### src/rtl/mivr_pkg.sv
// Constants and types shared by the MAC interrupt vector block.
// Assumes a 32-bit APB slave port with byte addresses on paddr.
package mivr_pkg;

	// Register map, byte addresses of aligned words
	localparam int unsigned ADDR_W = 8;
	localparam logic [ADDR_W-1:0] ADDR_VECTOR    = 8'h00;
	localparam logic [ADDR_W-1:0] ADDR_RX_RAW    = 8'h04;
	localparam logic [ADDR_W-1:0] ADDR_RX_MASKED = 8'h08;
	localparam logic [ADDR_W-1:0] ADDR_RX_EN_SET = 8'h0c;
	localparam logic [ADDR_W-1:0] ADDR_RX_EN_CLR = 8'h10;
	localparam logic [1:0]        ADDR_ALIGN     = 2'h0;

	localparam int unsigned DATA_W  = 32;
	localparam int unsigned CHAN_N  = 8;

	// Source vector field positions
	localparam int unsigned VEC_USER_BIT  = 31;
	localparam int unsigned VEC_LINK_BIT  = 30;
	localparam int unsigned VEC_RSV_HI    = 29;
	localparam int unsigned VEC_RSV_LO    = 18;
	localparam int unsigned VEC_HOST_BIT  = 17;
	localparam int unsigned VEC_STAT_BIT  = 16;
	localparam int unsigned VEC_RX_LO     = 8;
	localparam int unsigned VEC_TX_LO     = 0;

	// Reset values
	localparam logic [DATA_W-1:0] RST_DATA   = 32'h0000_0000;
	localparam logic [CHAN_N-1:0] RST_CHAN   = 8'h00;
	localparam logic [CHAN_N-1:0] ALL_CHAN   = 8'hff;

	typedef enum logic {
		PH_IDLE,
		PH_ACCESS
	} mivr_phase_e;

	typedef logic [CHAN_N-1:0] mivr_chan_t;

endpackage

### src/rtl/mivr_en_if.sv
// Link between the register front end and the receive enable bank.
// Assumes both ends run on the same clock.
`timescale 1ns/1ps
interface mivr_en_if #(
	parameter int unsigned N = mivr_pkg::CHAN_N
);
	logic [N-1:0] setBits;
	logic [N-1:0] clrBits;
	logic [N-1:0] raw;
	logic [N-1:0] enable;
	logic [N-1:0] masked;

	modport bank (
		input  setBits,
		input  clrBits,
		input  raw,
		output enable,
		output masked
	);

	modport ctrl (
		output setBits,
		output clrBits,
		output raw,
		input  enable,
		input  masked
	);
endinterface

### src/rtl/mivr_enable_bank.sv
// Receive channel enable bits with set and clear strobes.
// Assumes strobes are one-cycle pulses from the register front end.
`timescale 1ns/1ps
module mivr_enable_bank #(
	parameter int unsigned N = mivr_pkg::CHAN_N
) (
	input  wire logic clock,
	input  wire logic nrst,
	input  wire logic ce,
	mivr_en_if.bank   en
);

	typedef struct packed {
		logic [N-1:0] enable;
	} mivr_bank_s;

	mivr_bank_s s_q;
	mivr_bank_s s_d;

	always_comb begin
		s_d = s_q;
		s_d.enable = s_d.enable & ~en.clrBits;
		s_d.enable = s_d.enable | en.setBits;
	end

	always_ff @(posedge clock or negedge nrst) begin
		if (!nrst) begin
			s_q.enable <= '0;
		end else if (ce) begin
			s_q <= s_d;
		end
	end

	assign en.enable = s_q.enable;
	assign en.masked = en.raw & s_q.enable;

endmodule

### src/rtl/mivr_top.sv
// MAC interrupt source vector and receive channel status/enable registers.
// Assumes all interrupt source inputs come from logic on the same clock
// and a standard APB master with 32-bit data on the register port.
//
// Summary of operation
// - Source vector bit 31 shows the serial unit user-access interrupt.
// - Source vector bit 30 shows the serial unit link-change interrupt.
// - Source vector bit 17 shows the MAC host-error interrupt.
// - Source vector bit 16 shows the MAC statistics interrupt.
// - Source vector bits 15 to 8 show receive channels 0 to 7 pending.
// - Source vector bits 7 to 0 show transmit channels 0 to 7 pending.
// - Source vector bits 29 to 18 always read zero.
// - Raw receive status bits 7 to 0 show each channel before masking.
// - Masked receive status bits 7 to 0 show each channel after masking.
// - A one written to the enable-set register enables that channel.
// - Receive enables reset to zero and read back through the set register.
// - Bits 31 to 8 of the receive registers read zero and ignore writes.
// - A one written to the enable-clear register disables that channel.
`timescale 1ns/1ps
module mivr_top #(
	parameter int unsigned N = mivr_pkg::CHAN_N
) (
	input  wire logic                          clock,
	input  wire logic                          nrst,
	input  wire logic                          ce,
	input  wire logic                          psel,
	input  wire logic                          penable,
	input  wire logic                          pwrite,
	input  wire logic [mivr_pkg::ADDR_W-1:0]   paddr,
	input  wire logic [mivr_pkg::DATA_W-1:0]   pwdata,
	output logic      [mivr_pkg::DATA_W-1:0]   prdata,
	output logic                               pready,
	output logic                               pslverr,
	input  wire logic                          mgmtUserAccessIrq,
	input  wire logic                          mgmtLinkChangeIrq,
	input  wire logic                          hostErrorPending,
	input  wire logic                          statsPending,
	input  wire logic [N-1:0]                  rxChannelPendingBit,
	input  wire logic [N-1:0]                  txChannelsPending,
	output logic      [N-1:0]                  rxChannelsPending,
	output logic      [N-1:0]                  rxChannelEnableBit
);

	typedef struct packed {
		mivr_pkg::mivr_phase_e       phase;
		logic                        ready;
		logic                        slvErr;
		logic [mivr_pkg::DATA_W-1:0] rdata;
		logic                        userIrq;
		logic                        linkIrq;
		logic                        host_error_pending;
		logic                        stats_pending;
		logic [N-1:0]                rxRaw;
		logic [N-1:0]                tx_channels_pending;
		logic [N-1:0]                rxMaskedOut;
		logic [N-1:0]                rxEnableOut;
	} mivr_top_s;

	mivr_top_s s_q;
	mivr_top_s s_d;

	mivr_en_if #(.N(N)) enLink ();

	mivr_enable_bank #(
		.N(N)
	) u_bank (
		.clock(clock),
		.nrst (nrst),
		.ce   (ce),
		.en   (enLink)
	);

	logic                        setupCycle;
	logic                        accessDone;
	logic                        addrAligned;
	logic                        addrKnown;
	logic                        doWrite;
	logic [mivr_pkg::DATA_W-1:0] vectorWord;
	logic [mivr_pkg::DATA_W-1:0] rawWord;
	logic [mivr_pkg::DATA_W-1:0] maskedWord;
	logic [mivr_pkg::DATA_W-1:0] enableWord;
	logic [mivr_pkg::DATA_W-1:0] readWord;
	logic [N-1:0]                setStrobe;
	logic [N-1:0]                clrStrobe;

	// Bus phase tracking
	assign setupCycle = psel && !penable && (s_q.phase == mivr_pkg::PH_IDLE);
	assign accessDone = psel && penable && s_q.ready;
	assign addrAligned = (paddr[1:0] == mivr_pkg::ADDR_ALIGN);

	always_comb begin
		addrKnown = 1'b0;
		if (addrAligned) begin
			case (paddr)
				mivr_pkg::ADDR_VECTOR,
				mivr_pkg::ADDR_RX_RAW,
				mivr_pkg::ADDR_RX_MASKED,
				mivr_pkg::ADDR_RX_EN_SET,
				mivr_pkg::ADDR_RX_EN_CLR: begin
					addrKnown = 1'b1;
				end
				default: begin
					addrKnown = 1'b0;
				end
			endcase
		end
	end

	assign doWrite = accessDone && pwrite && !s_q.slvErr;

	// Source vector assembly
	always_comb begin
		vectorWord = mivr_pkg::RST_DATA;
		vectorWord[mivr_pkg::VEC_USER_BIT] = s_q.userIrq;
		vectorWord[mivr_pkg::VEC_LINK_BIT] = s_q.linkIrq;
		vectorWord[mivr_pkg::VEC_RSV_HI:mivr_pkg::VEC_RSV_LO] = '0;
		vectorWord[mivr_pkg::VEC_HOST_BIT] = s_q.host_error_pending;
		vectorWord[mivr_pkg::VEC_STAT_BIT] = s_q.stats_pending;
		vectorWord[mivr_pkg::VEC_RX_LO +: N] = enLink.masked;
		vectorWord[mivr_pkg::VEC_TX_LO +: N] = s_q.tx_channels_pending;
	end

	// Receive register words, upper bits zero
	always_comb begin
		rawWord    = mivr_pkg::RST_DATA;
		maskedWord = mivr_pkg::RST_DATA;
		enableWord = mivr_pkg::RST_DATA;
		rawWord[N-1:0] = s_q.rxRaw;
		maskedWord[N-1:0] = enLink.masked;
		enableWord[N-1:0] = enLink.enable;
	end

	// Read multiplexer
	always_comb begin
		readWord = mivr_pkg::RST_DATA;
		case (paddr)
			mivr_pkg::ADDR_VECTOR: begin
				readWord = vectorWord;
			end
			mivr_pkg::ADDR_RX_RAW: begin
				readWord = rawWord;
			end
			mivr_pkg::ADDR_RX_MASKED: begin
				readWord = maskedWord;
			end
			mivr_pkg::ADDR_RX_EN_SET,
			mivr_pkg::ADDR_RX_EN_CLR: begin
				readWord = enableWord;
			end
			default: begin
				readWord = mivr_pkg::RST_DATA;
			end
		endcase
		if (!addrAligned) begin
			readWord = mivr_pkg::RST_DATA;
		end
	end

	// Write strobes toward the enable bank
	always_comb begin
		setStrobe = '0;
		clrStrobe = '0;
		if (doWrite) begin
			case (paddr)
				mivr_pkg::ADDR_RX_EN_SET: begin
					setStrobe = pwdata[N-1:0];
				end
				mivr_pkg::ADDR_RX_EN_CLR: begin
					clrStrobe = pwdata[N-1:0];
				end
				default: begin
					setStrobe = '0;
					clrStrobe = '0;
				end
			endcase
		end
	end

	assign enLink.setBits = setStrobe;
	assign enLink.clrBits = clrStrobe;
	assign enLink.raw     = s_q.rxRaw;

	// Next state
	always_comb begin
		s_d = s_q;
		s_d.userIrq     = mgmtUserAccessIrq;
		s_d.linkIrq     = mgmtLinkChangeIrq;
		s_d.host_error_pending    = hostErrorPending;
		s_d.stats_pending    = statsPending;
		s_d.rxRaw       = rxChannelPendingBit;
		s_d.tx_channels_pending      = txChannelsPending;
		s_d.rxMaskedOut = enLink.masked;
		s_d.rxEnableOut = enLink.enable;
		case (s_q.phase)
			mivr_pkg::PH_IDLE: begin
				s_d.ready = 1'b0;
				if (setupCycle) begin
					s_d.phase  = mivr_pkg::PH_ACCESS;
					s_d.ready  = 1'b1;
					s_d.slvErr = !addrKnown;
					s_d.rdata  = pwrite ? mivr_pkg::RST_DATA : readWord;
				end
			end
			mivr_pkg::PH_ACCESS: begin
				// Zero-wait answer, one access cycle
				s_d.phase  = mivr_pkg::PH_IDLE;
				s_d.ready  = 1'b0;
				s_d.slvErr = 1'b0;
				s_d.rdata  = mivr_pkg::RST_DATA;
			end
			default: begin
				s_d.phase  = mivr_pkg::PH_IDLE;
				s_d.ready  = 1'b0;
				s_d.slvErr = 1'b0;
				s_d.rdata  = mivr_pkg::RST_DATA;
			end
		endcase
	end

	always_ff @(posedge clock or negedge nrst) begin
		if (!nrst) begin
			s_q.phase       <= mivr_pkg::PH_IDLE;
			s_q.ready       <= 1'b0;
			s_q.slvErr      <= 1'b0;
			s_q.rdata       <= mivr_pkg::RST_DATA;
			s_q.userIrq     <= 1'b0;
			s_q.linkIrq     <= 1'b0;
			s_q.host_error_pending    <= 1'b0;
			s_q.stats_pending    <= 1'b0;
			s_q.rxRaw       <= '0;
			s_q.tx_channels_pending      <= '0;
			s_q.rxMaskedOut <= '0;
			s_q.rxEnableOut <= '0;
		end else if (ce) begin
			s_q <= s_d;
		end
	end

	assign prdata             = s_q.rdata;
	assign pready             = s_q.ready;
	assign pslverr            = s_q.slvErr;
	assign rxChannelsPending  = s_q.rxMaskedOut;
	assign rxChannelEnableBit = s_q.rxEnableOut;

endmodule

### config.mk
export PLATFORM = sky130hd
export DESIGN_NAME = mivr_top
export DESIGN_NICKNAME = d
export VERILOG_FILES = /design/src/rtl/mivr_pkg.sv /design/src/rtl/mivr_en_if.sv /design/src/rtl/mivr_enable_bank.sv /design/src/rtl/mivr_top.sv
export SDC_FILE = /design/constraint.sdc
export NUM_CORES = 1
export LEC_CHECK = 0
export ABC_CLOCK_PERIOD_IN_PS = 1290
export BUFFER_PORTS_ARGS = -buffer_cell sky130_fd_sc_hd__buf_2
export CORE_MARGIN = 5
export CORE_UTILIZATION = 45
export DETAILED_ROUTE_END_ITERATION = 10
export PLACE_DENSITY = 0.83
export SETUP_SLACK_MARGIN = 0.15
export SYNTH_ARGS = -nofsm -noshare
export SYNTH_HDL_FRONTEND = slang
export SYNTH_HIERARCHICAL = 1
export SYNTH_SLANG_ARGS = --single-unit
### constraint.sdc
create_clock -name clock -period 1.29 [get_ports clock]
set_input_delay 0.258 -clock clock [delete_from_list [all_inputs] [get_ports clock]]
set_output_delay 0.258 -clock clock [all_outputs]
set_load 0.1 [all_outputs]
==> run metrics, run 1 <==
Clk pin slew, worst setup/hold paths=0.07 ns; Slew Limit Headroom=0.550; Initial Utilization=0.460; Unique masters post-synth=31; largest cells by area after synthesis=dfrtp_1 50%, mux2_2 12%, buf_4 11%, a22o_1 5.3%, and3_1 3.0%; Global Route Usage Sum=0.193; total grt overflow=0; Nets=447; MaxCap Viol Count=0; crit-path max cell delay=0.48 ns; CP startpoint kind=flip-flop; Die H=96.1 µm; post-route cell area=4790 µm²; H-tree level count=3; Yosys Warn Count=6; crit path from=s_q[70]$_DFFE_PN0P_; CTS Sinks=66; VDD IR-drop max=0.486 mV; area of the mapped netlist=3330 µm²; Worst-Margin Slew=0.673 ns; Die ar.=9230 µm²; CTS tree=built; synthesized area per cell=11.8 µm²; Row Count=31; diode count=0; count of pins over their slew limit=0; WL/cell=18.4 µm; DP Wirelength=6040 µm; pwr dens=968 nW/µm²; DP Area=4300 µm²; highest-delay cell along the critical path=dfrtp_4; cells after synthesis=283; crit path buf inv count=4; #FFs+latches synth=66; worst min path class=in2reg; most common cell after layout, fill and taps aside=dfrtp_1; Area growth syn-to-layout=43.6%; GP Congestion=0.835; worst setup path end=u_bank/en.enable[6]$_DFFE_PN0P_; Post-Layout Cell Count=484; Static Leak=2.35 nW; worst r2r src=s_q[70]$_DFFE_PN0P_; IO Pins=116; Fin Clk Skew=0.00375 ns; DR vias=2566; Post-route DRC=0; r2r setup slk=-0.29 ns; Setup violations, final=30; Worst path top cell family by delay=flip-flops; vias in the first global route=2732; most frequent CP cell=buf_6; CP max FO=7; drt total wl=8900 µm; core box area=7250 µm²; vias per cell=5.30; r2r endpoint=u_bank/en.enable[6]$_DFFE_PN0P_; FMAX=633 MHz; clock insertion delay at the later pin of the skew report=0.33 ns; Die W=96.1 µm; Crit Path Class=reg2reg; Longest Clk Path Bufs=2; outcome=finished, violations left; initial detailed-routing violation count=132; global-route wire length before repair=13400 µm; antenna-violating nets left=0; RSZ-0062 raised after global routing=yes; final hold slack=0.151 ns; maximum number of pins on one net before global-route repair=54; register area share after synthesis=0.495; number of port buffers=79; Worst Path Arrival=1.80 ns; final hold violations=0; Final min period=1.58 ns; CTS root buf=clkbuf_8; Synth top area share=0.495; 1st-pass router iterations=4; failing checks=setup timing; part of the cycle the worst path needs=1.22; initial antenna violation count=2; total clock buffers created by CTS=9; Worst Hold Launch=rxChannelPendingBit[3]; Worst EP required=1.51 ns; proportion of layout cells with a drive suffix above 1=0.545; fin worst setup slack=-0.289 ns; worst path cell trace=buf_6 > buf_6 > nand4_1 > buf_6 > nor2_4 > buf_6 > and3_4 > a22o_1; Hold Crit Depth=2; Cells after DPL=440; Setup crit end kind=flip-flop; area leader, netlist=dfrtp_1; reg2reg path depth=8; most frequent cells in the layout=64 x dfrtp_1, 45 x buf_4, 42 x buf_12; critical path depth=8
==> flip-flops by register name, indices dropped and copies added, names as in the netlist <==
name	count
prdata	20
pslverr	1
u_bank/en.enable	8
enLink.raw	8
rxChannelEnableBit	8
s_q	13
rxChannelsPending	8
==> report_power, final <==
group	switching [mW]	internal [mW]	total, mW
combinational	0.468	0.298	0.766
clock	0.740	0.930	1.67
sequential	0.0502	2.15	2.20
==> worst register-to-register path: cells and delay by family, from the launching register on <==
kind	cells	cell delay (ns)
AO/OA/AOI/OAI	1	0.21
buffers and inverters	4	0.48
flip-flops	1	0.48
AND/OR/NAND/NOR	3	0.29
==> synthesized netlist by cell type <==
cell type / n
a21o_1: 1
a21oi_1: 8
a21oi_2: 1
a221o_1: 8
a22o_1: 20
and2_1: 8
and3_1: 16
and4_1: 1
and4bb_2: 1
buf_1: 1
buf_12: 1
buf_2: 4
buf_4: 49
buf_6: 2
clkbuf_1: 5
conb_1: 1
dfrtp_1: 66
inv_1: 1
mux2_2: 36
mux2i_1: 8
nand2_1: 21
nand4_1: 1
nand4b_1: 1
nand4b_4: 1
nor2_1: 5
nor2b_1: 2
nor3_1: 1
nor4_2: 1
nor4_4: 1
o21ai_0: 2
or2_2: 9
==> cell type report <==
cell class,instances,area (µm²)
timing repair buffer,137,1490
clock buffer,12,145
inverter,1,3.75
clock inverter,3,40.0
tap,99,124
fill,513,2470
multi-input combinational,166,1330
sequential,66,1660
==> kinds of logic (layout without fill, tap and decap cells) <==
logic type	count (synthesis)	in the layout	share of synthesized area
buf+inv	63	153	0.137
flops	66	66	0.495
other cells	1	12	0.00112
simple gates	69	70	0.125
mux	44	44	0.146
compound gates	40	40	0.0964
==> per-stage QoR <==
stage / setup WS (ns) / total power, mW / setup TNS, ns / utilization
6_report: -0.289 / 4.63 / -7.53 / 0.660
4_1_cts: -0.319 / 4.62 / -7.16 / 0.644
3_3_place_gp: -0.244 / 2.88 / -5.93 / 0.593
2_1_floorplan: -0.392 / 2.67 / -9.48 / -
5_1_grt: -0.339 / 4.80 / -9.13 / 0.660
3_5_place_dp: -0.307 / 2.91 / -7.09 / 0.593
==> routing by layer <==
| layer | wire, µm | global-route usage | up-vias |
|---|---|---|---|
| met5 | 27 | 0 | - |
| met4 | 310 | 0.109 | 4 |
| met3 | 631 | 0.0610 | 35 |
| met2 | 4570 | 0.317 | 110 |
| met1 | 3360 | 0.222 | 1283 |
| li1 | - | - | 1134 |
==> how the worst min path moves through the flow <==
stage                                        end
3_3_place_gp   rxChannelEnableBit[2]$_DFFE_PN0P_
2_1_floorplan          enLink.raw[0]$_DFFE_PN0P_
3_5_place_dp   rxChannelEnableBit[4]$_DFFE_PN0P_
4_1_cts                enLink.raw[3]$_DFFE_PN0P_
6_report               enLink.raw[3]$_DFFE_PN0P_
5_1_grt                      s_q[19]$_DFFE_PN0P_
==> what timing repair did <==
| item | in CTS | in global routing |
|---|---|---|
| endpoints found under the hold margin | 14 | 0 |
| hold buffers | 1 | 0 |
| setup buffers | 19 | 8 |
| endpoints found under the setup margin | 67 | 87 |
| gates resized for setup | 8 | 13 |
| pin swaps | 2 | 2 |
| cloned | 1 | 0 |
(Power assumes the default switching activity.)
==> run 2, diff against run 1 <==
--- a/config.mk
+++ b/config.mk
@@ -14,5 +14,4 @@
 export SETUP_SLACK_MARGIN = 0.15
 export SYNTH_ARGS = -nofsm -noshare
 export SYNTH_HDL_FRONTEND = slang
-export SYNTH_HIERARCHICAL = 1
 export SYNTH_SLANG_ARGS = --single-unit
==> run 2 against run 1 <==
Net effect: final area down 3.6%; the flow still finishes with violations (setup timing); wire length down 8.6%; non-clock buffer count down 13; utilization down 1.3 points; synthesized area down 2.3%; count of clock-buffer cells in the layout up 1; clock power down 11%; critical endpoint is now prdata[14]$_DFFE_PN0P_; via count down 4.1%; critical path type unchanged; sequential share of layout area up 1.3 points; hold slack worse by 0.0053 ns; sequential power about the same.
==> run metrics, run 2 <==
Global Route Usage Sum=0.190; Post-route DRC=0; DP Wirelength=5720 µm; register area share after synthesis=0.507; area of the mapped netlist=3260 µm²; Final min period=1.47 ns; crit path buf inv count=0; most common cell after layout, fill and taps aside=dfrtp_1; Setup crit end kind=flip-flop; total clock buffers created by CTS=9; Clk pin slew, worst setup/hold paths=0.07 ns; diode count=0; Unique masters post-synth=35; synthesized area per cell=11.7 µm²; Crit Path Class=reg2reg; core box area=7140 µm²; Post-Layout Cell Count=466; Row Count=31; Initial Utilization=0.456; outcome=finished, violations left; total grt overflow=0; H-tree level count=3; max FFs per register=20; Worst Path Arrival=1.75 ns; part of the cycle the worst path needs=1.14; DR vias=2462; CTS root buf=clkbuf_8; WL/cell=17.5 µm; 1st-pass router iterations=4; highest-delay cell along the critical path=dfrtp_4; clock insertion delay at the later pin of the skew report=0.34 ns; initial detailed-routing violation count=156; Die ar.=9040 µm²; worst path cell trace=nand4bb_4 > nor4_4 > and2_4 > a32o_1; VDD IR-drop max=0.398 mV; MaxCap Viol Count=0; initial antenna violation count=1; failing checks=setup timing; Post-synth EDFFs=0; area leader, netlist=dfrtp_1; Slew Limit Headroom=0.632; RSZ-0062 raised after global routing=yes; GP Congestion=0.831; Area growth syn-to-layout=41.7%; Pwr Total=4.44 mW; CTS Sinks=66; cells after synthesis=279; CP max FO=12; Yosys Warn Count=0; Worst-Margin Slew=0.550 ns; Synth top area share=0.507; Setup violations, final=31; final core utilization=0.647; CTS tree=built; number of port buffers=79; Fin Clk Skew=0.0108 ns; crit-path max cell delay=0.50 ns; Worst EP required=1.57 ns; antenna-violating nets left=0; top-count cell post-synth=dfrtp_1; #FFs+latches synth=66; Worst path top cell family by delay=simple AND/OR/NAND/NOR gates; maximum number of pins on one net before global-route repair=67; Static Leak=2.03 nW; FMAX=679 MHz; Nets=428; vias per cell=5.28; fin worst setup slack=-0.183 ns; Top FF cell, synth=dfrtp_1; drt total wl=8140 µm; global-route wire length before repair=13000 µm; vias in the first global route=2551; Die W=95.1 µm; Longest Clk Path Bufs=2; IO Pins=116; Die H=95.1 µm; count of pins over their slew limit=0; Cells after DPL=429; CP startpoint kind=flip-flop; final hold violations=0; most frequent cells in the layout=64 x dfrtp_1, 41 x buf_2, 41 x buf_12; largest cells by area after synthesis=dfrtp_1 51%, buf_4 12%, mux2_2 9.7%, a32o_1 6.5%, o21ai_0 2.9%; pwr dens=962 nW/µm²; asr flop ratio synth=1.00; proportion of layout cells with a drive suffix above 1=0.510; top cells by count, synth=66 x dfrtp_1, 51 x buf_4, 28 x mux2_2, 21 x a32o_1, 19 x o21ai_0; worst min path class=in2reg
==> run 2: changes by cell type after synthesis, moves of 9 or more <==
cell | before | now
nand3_1 | 0 | 16
a32o_1 | 0 | 21
a22o_1 | 20 | 5
and3_1 | 16 | 1
inv_1 | 1 | 10
nand2_1 | 21 | 3
o21ai_0 | 2 | 19
or2_2 | 9 | 0
==> run 2: cell families after synthesis <==
group	after synthesis	synth area share
other	1	0.00115
AO/OA/AOI/OAI	72	0.166
flip-flops	66	0.507
multiplexers	28	0.0968
buffers and inverters	73	0.147
AND/OR/NAND/NOR	39	0.0822
==> run 2: final timing paths <==
kind                                             endpoint  depth (start not counted)  slack, ns                   start
worst max-delay path               prdata[14]$_DFFE_PN0P_                          4      -0.18     s_q[70]$_DFFE_PN0P_
worst min-delay path            enLink.raw[0]$_DFFE_PN0P_                          2       0.15  rxChannelPendingBit[0]
worst max register to register     prdata[14]$_DFFE_PN0P_                          4      -0.18     s_q[70]$_DFFE_PN0P_
worst min register to register     prdata[31]$_DFFE_PN0P_                          1       0.49     s_q[35]$_DFFE_PN0P_
max in group asynchronous           prdata[6]$_DFFE_PN0P_                          3       0.53                    nrst
min in group asynchronous           prdata[4]$_DFFE_PN0P_                          3       0.47                    nrst
==> run 2: routing by layer <==
| layer | vias up | GRT usage | wire [µm] |
|---|---|---|---|
| li1 | 1134 | - | - |
| met1 | 1203 | 0.232 | 3250 |
| met2 | 105 | 0.304 | 3990 |
| met3 | 18 | 0.0616 | 708 |
| met4 | 2 | 0.0901 | 174 |
| met5 | - | 0 | 7 |
==> run 2: what timing repair did <==
action | CTS | global route
hold buffers | 1 | 0
endpoints found under the setup margin | 67 | 67
gates cloned | 1 | 0
endpoints found under the hold margin | 66 | 0
gates resized for setup | 14 | 8
setup buffers | 13 | 6
pin swaps | 12 | 4
==> run 2: worst register-to-register path: stages (launching register included) <==
cell       delay [ns]
dfrtp_4          0.50
nand4bb_4        0.28
nor4_4           0.18
and2_4           0.27
a32o_1           0.18
==> run 2: metrics by stage <==
step | area, µm² | hold WS (ns) | setup TNS (ns) | setup slack (ns)
finish | 4610 | 0.146 | -4.57 | -0.183
global route | 4610 | 0.134 | -6.09 | -0.236
CTS | 4530 | 0.134 | -4.47 | -0.178
detailed placement | 4210 | 0.297 | -9.63 | -0.428
global placement | 4210 | 0.298 | -8.64 | -0.375
floorplan | 3360 | -0.0376 | -9.35 | -0.481
==> run 2: final cells by class <==
cell class / count / area (µm²)
fill: 545 / 2520
sequential: 66 / 1660
timing repair buffer: 124 / 1370
multi-input combinational: 151 / 1260
clock buffer: 13 / 149
tap: 99 / 124
inverter: 10 / 37.5
clock inverter: 3 / 15.0
==> run 2: where the power goes <==
part | switching (mW) | internal, mW
clock | 0.740 | 0.742
sequential | 0.0729 | 2.15
combinational | 0.469 | 0.264
total | 1.28 | 3.16
==> run 3, diff against run 2 <==
--- a/config.mk
+++ b/config.mk
@@ -9,6 +9,7 @@
 export BUFFER_PORTS_ARGS = -buffer_cell sky130_fd_sc_hd__buf_2
 export CORE_MARGIN = 5
 export CORE_UTILIZATION = 45
+export CTS_BUF_LIST = sky130_fd_sc_hd__clkbuf_4 sky130_fd_sc_hd__clkbuf_8 sky130_fd_sc_hd__clkbuf_16
 export DETAILED_ROUTE_END_ITERATION = 10
 export PLACE_DENSITY = 0.83
 export SETUP_SLACK_MARGIN = 0.15
==> run 3 against run 2 <==
Net effect: die area stayed put; the flow still finishes with violations (setup timing); flip-flop and latch count stayed put; setup slack got worse by 0.0064 ns; combinational power about the same.
==> run metrics, run 3 (synthesis results as in run 2) <==
Hold Crit Depth=2; CP max FO=12; Clk pin slew, worst setup/hold paths=0.07 ns; reg2reg path depth=4; met3 WL post-DR=697 µm; final hold slack=0.147 ns; Crit Path Class=reg2reg; VDD IR-drop max=0.400 mV; Pwr Total=4.51 mW; Setup crit end kind=flip-flop; vias per cell=5.26; CTS Sinks=66; Nets=428; number of port buffers=79; Post-Route M1 WL=3290 µm; hold path endpoint=enLink.raw[0]$_DFFE_PN0P_; Fin Clk Skew=0.00958 ns; Worst Hold Launch=rxChannelPendingBit[0]; MaxCap Viol Count=0; count of pins over their slew limit=0; r2r endpoint=prdata[14]$_DFFE_PN0P_; Die H=95.1 µm; Final min period=1.48 ns; global-route wire length before repair=13000 µm; Worst EP required=1.57 ns; Longest Clk Path Bufs=2; Post-route DRC=0; vias in the first global route=2533; max FFs per register=20; total grt overflow=0; Post-Layout Cell Count=466; part of the cycle the worst path needs=1.15; total clock buffers created by CTS=9; pwr dens=974 nW/µm²; Row Count=31; antenna-violating nets left=0; GP Congestion=0.831; RSZ-0062 raised after global routing=yes; outcome=finished, violations left; Die W=95.1 µm; Fillers=545; Cells after DPL=429; most common cell after layout, fill and taps aside=dfrtp_1; initial detailed-routing violation count=157; DR vias=2452; H-tree level count=3; core box area=7140 µm²; DP Wirelength=5720 µm; initial antenna violation count=1; maximum number of pins on one net before global-route repair=67; most frequent cells in the layout=64 x dfrtp_1, 41 x buf_2, 41 x buf_12; Setup violations, final=31; failing checks=setup timing; CTS root buf=clkbuf_8; fin worst setup slack=-0.189 ns; IO Pins=116; Setup WS pre-CTS=-0.428 ns; worst min path class=in2reg; Slew Limit Headroom=0.641; r2r setup slk=-0.19 ns; WL/cell=17.6 µm; proportion of layout cells with a drive suffix above 1=0.518; Area growth syn-to-layout=42.3%; Global Route Usage Sum=0.190; worst r2r src=s_q[70]$_DFFE_PN0P_; Die ar.=9040 µm²; CTS tree=built; CP startpoint kind=flip-flop; 1st-pass router iterations=4; Top Layer Used=met5; clock insertion delay at the later pin of the skew report=0.34 ns; drt total wl=8190 µm; Worst Path Arrival=1.76 ns; final hold violations=0; met2 routed WL=4070 µm; Static Leak=2.05 nW; diode count=0; Initial Utilization=0.456; FMAX=676 MHz; setup TNS=-4.86 ns; Worst-Margin Slew=0.536 ns
## run 3: cell counts in the layout (fill, tap and decap cells not counted)
Identical to the previous run, type by type.
## run 3: metrics by stage
step | cell area (µm²) | util
after floorplan | 3360 | -
after global placement | 4210 | 0.590
after detailed placement | 4210 | 0.590
after CTS | 4560 | 0.639
after global routing | 4630 | 0.649
final | 4630 | 0.649
## run 3: per-layer routing
layer,vias to the layer above,track usage
li1,1138,-
met5,-,0
met2,93,0.306
met4,2,0.0877
met3,14,0.0608
met1,1205,0.233
## run 3: timing repair
action | 4_1_cts | 5_1_grt
endpoints found under the hold margin | 66 | 0
endpoints found under the setup margin | 67 | 67
gates resized for setup | 16 | 8
cloned | 1 | 0
buffers inserted | 14 | 5
pin swaps | 12 | 4
hold buffers | 1 | 0
## run 3: worst max-delay path: stages, from the launching register on
cell       delay (ns)
dfrtp_4          0.50
nand4bb_4        0.28
nor4_4           0.18
and2_4           0.27
a32o_1           0.18
## run 3: power breakdown
| part | internal [mW] | switching [mW] | leakage [nW] |
|---|---|---|---|
| Combinational | 0.266 | 0.471 | 1.09 |
| Sequential | 2.15 | 0.0728 | 0.859 |
| Clock | 0.805 | 0.747 | 0.0974 |
## run 3: how the worst max path moves through the flow
stage | start | end | slack [ns] | cells past startpoint
6_report | s_q[70]$_DFFE_PN0P_ | prdata[14]$_DFFE_PN0P_ | -0.19 | 4
5_1_grt | s_q[70]$_DFFE_PN0P_ | prdata[4]$_DFFE_PN0P_ | -0.23 | 5
4_1_cts | pslverr$_DFFE_PN0P_ | u_bank.en.enable[1]$_DFFE_PN0P_ | -0.18 | 5
3_5_place_dp | paddr[5] | u_bank.en.enable[6]$_DFFE_PN0P_ | -0.43 | 5
3_3_place_gp | paddr[5] | u_bank.en.enable[3]$_DFFE_PN0P_ | -0.37 | 5
2_1_floorplan | s_q[70]$_DFFE_PN0P_ | prdata[10]$_DFFE_PN0P_ | -0.48 | 5
## run 3: cell type report
class	count	area, µm²	area share
clock inverter	3	15.0	0.00324
timing repair buffer	124	1370	0.296
multi-input combinational	151	1260	0.273
sequential	66	1660	0.358
tap	99	124	0.0267
clock buffer	13	160	0.0346
inverter	10	37.5	0.00810
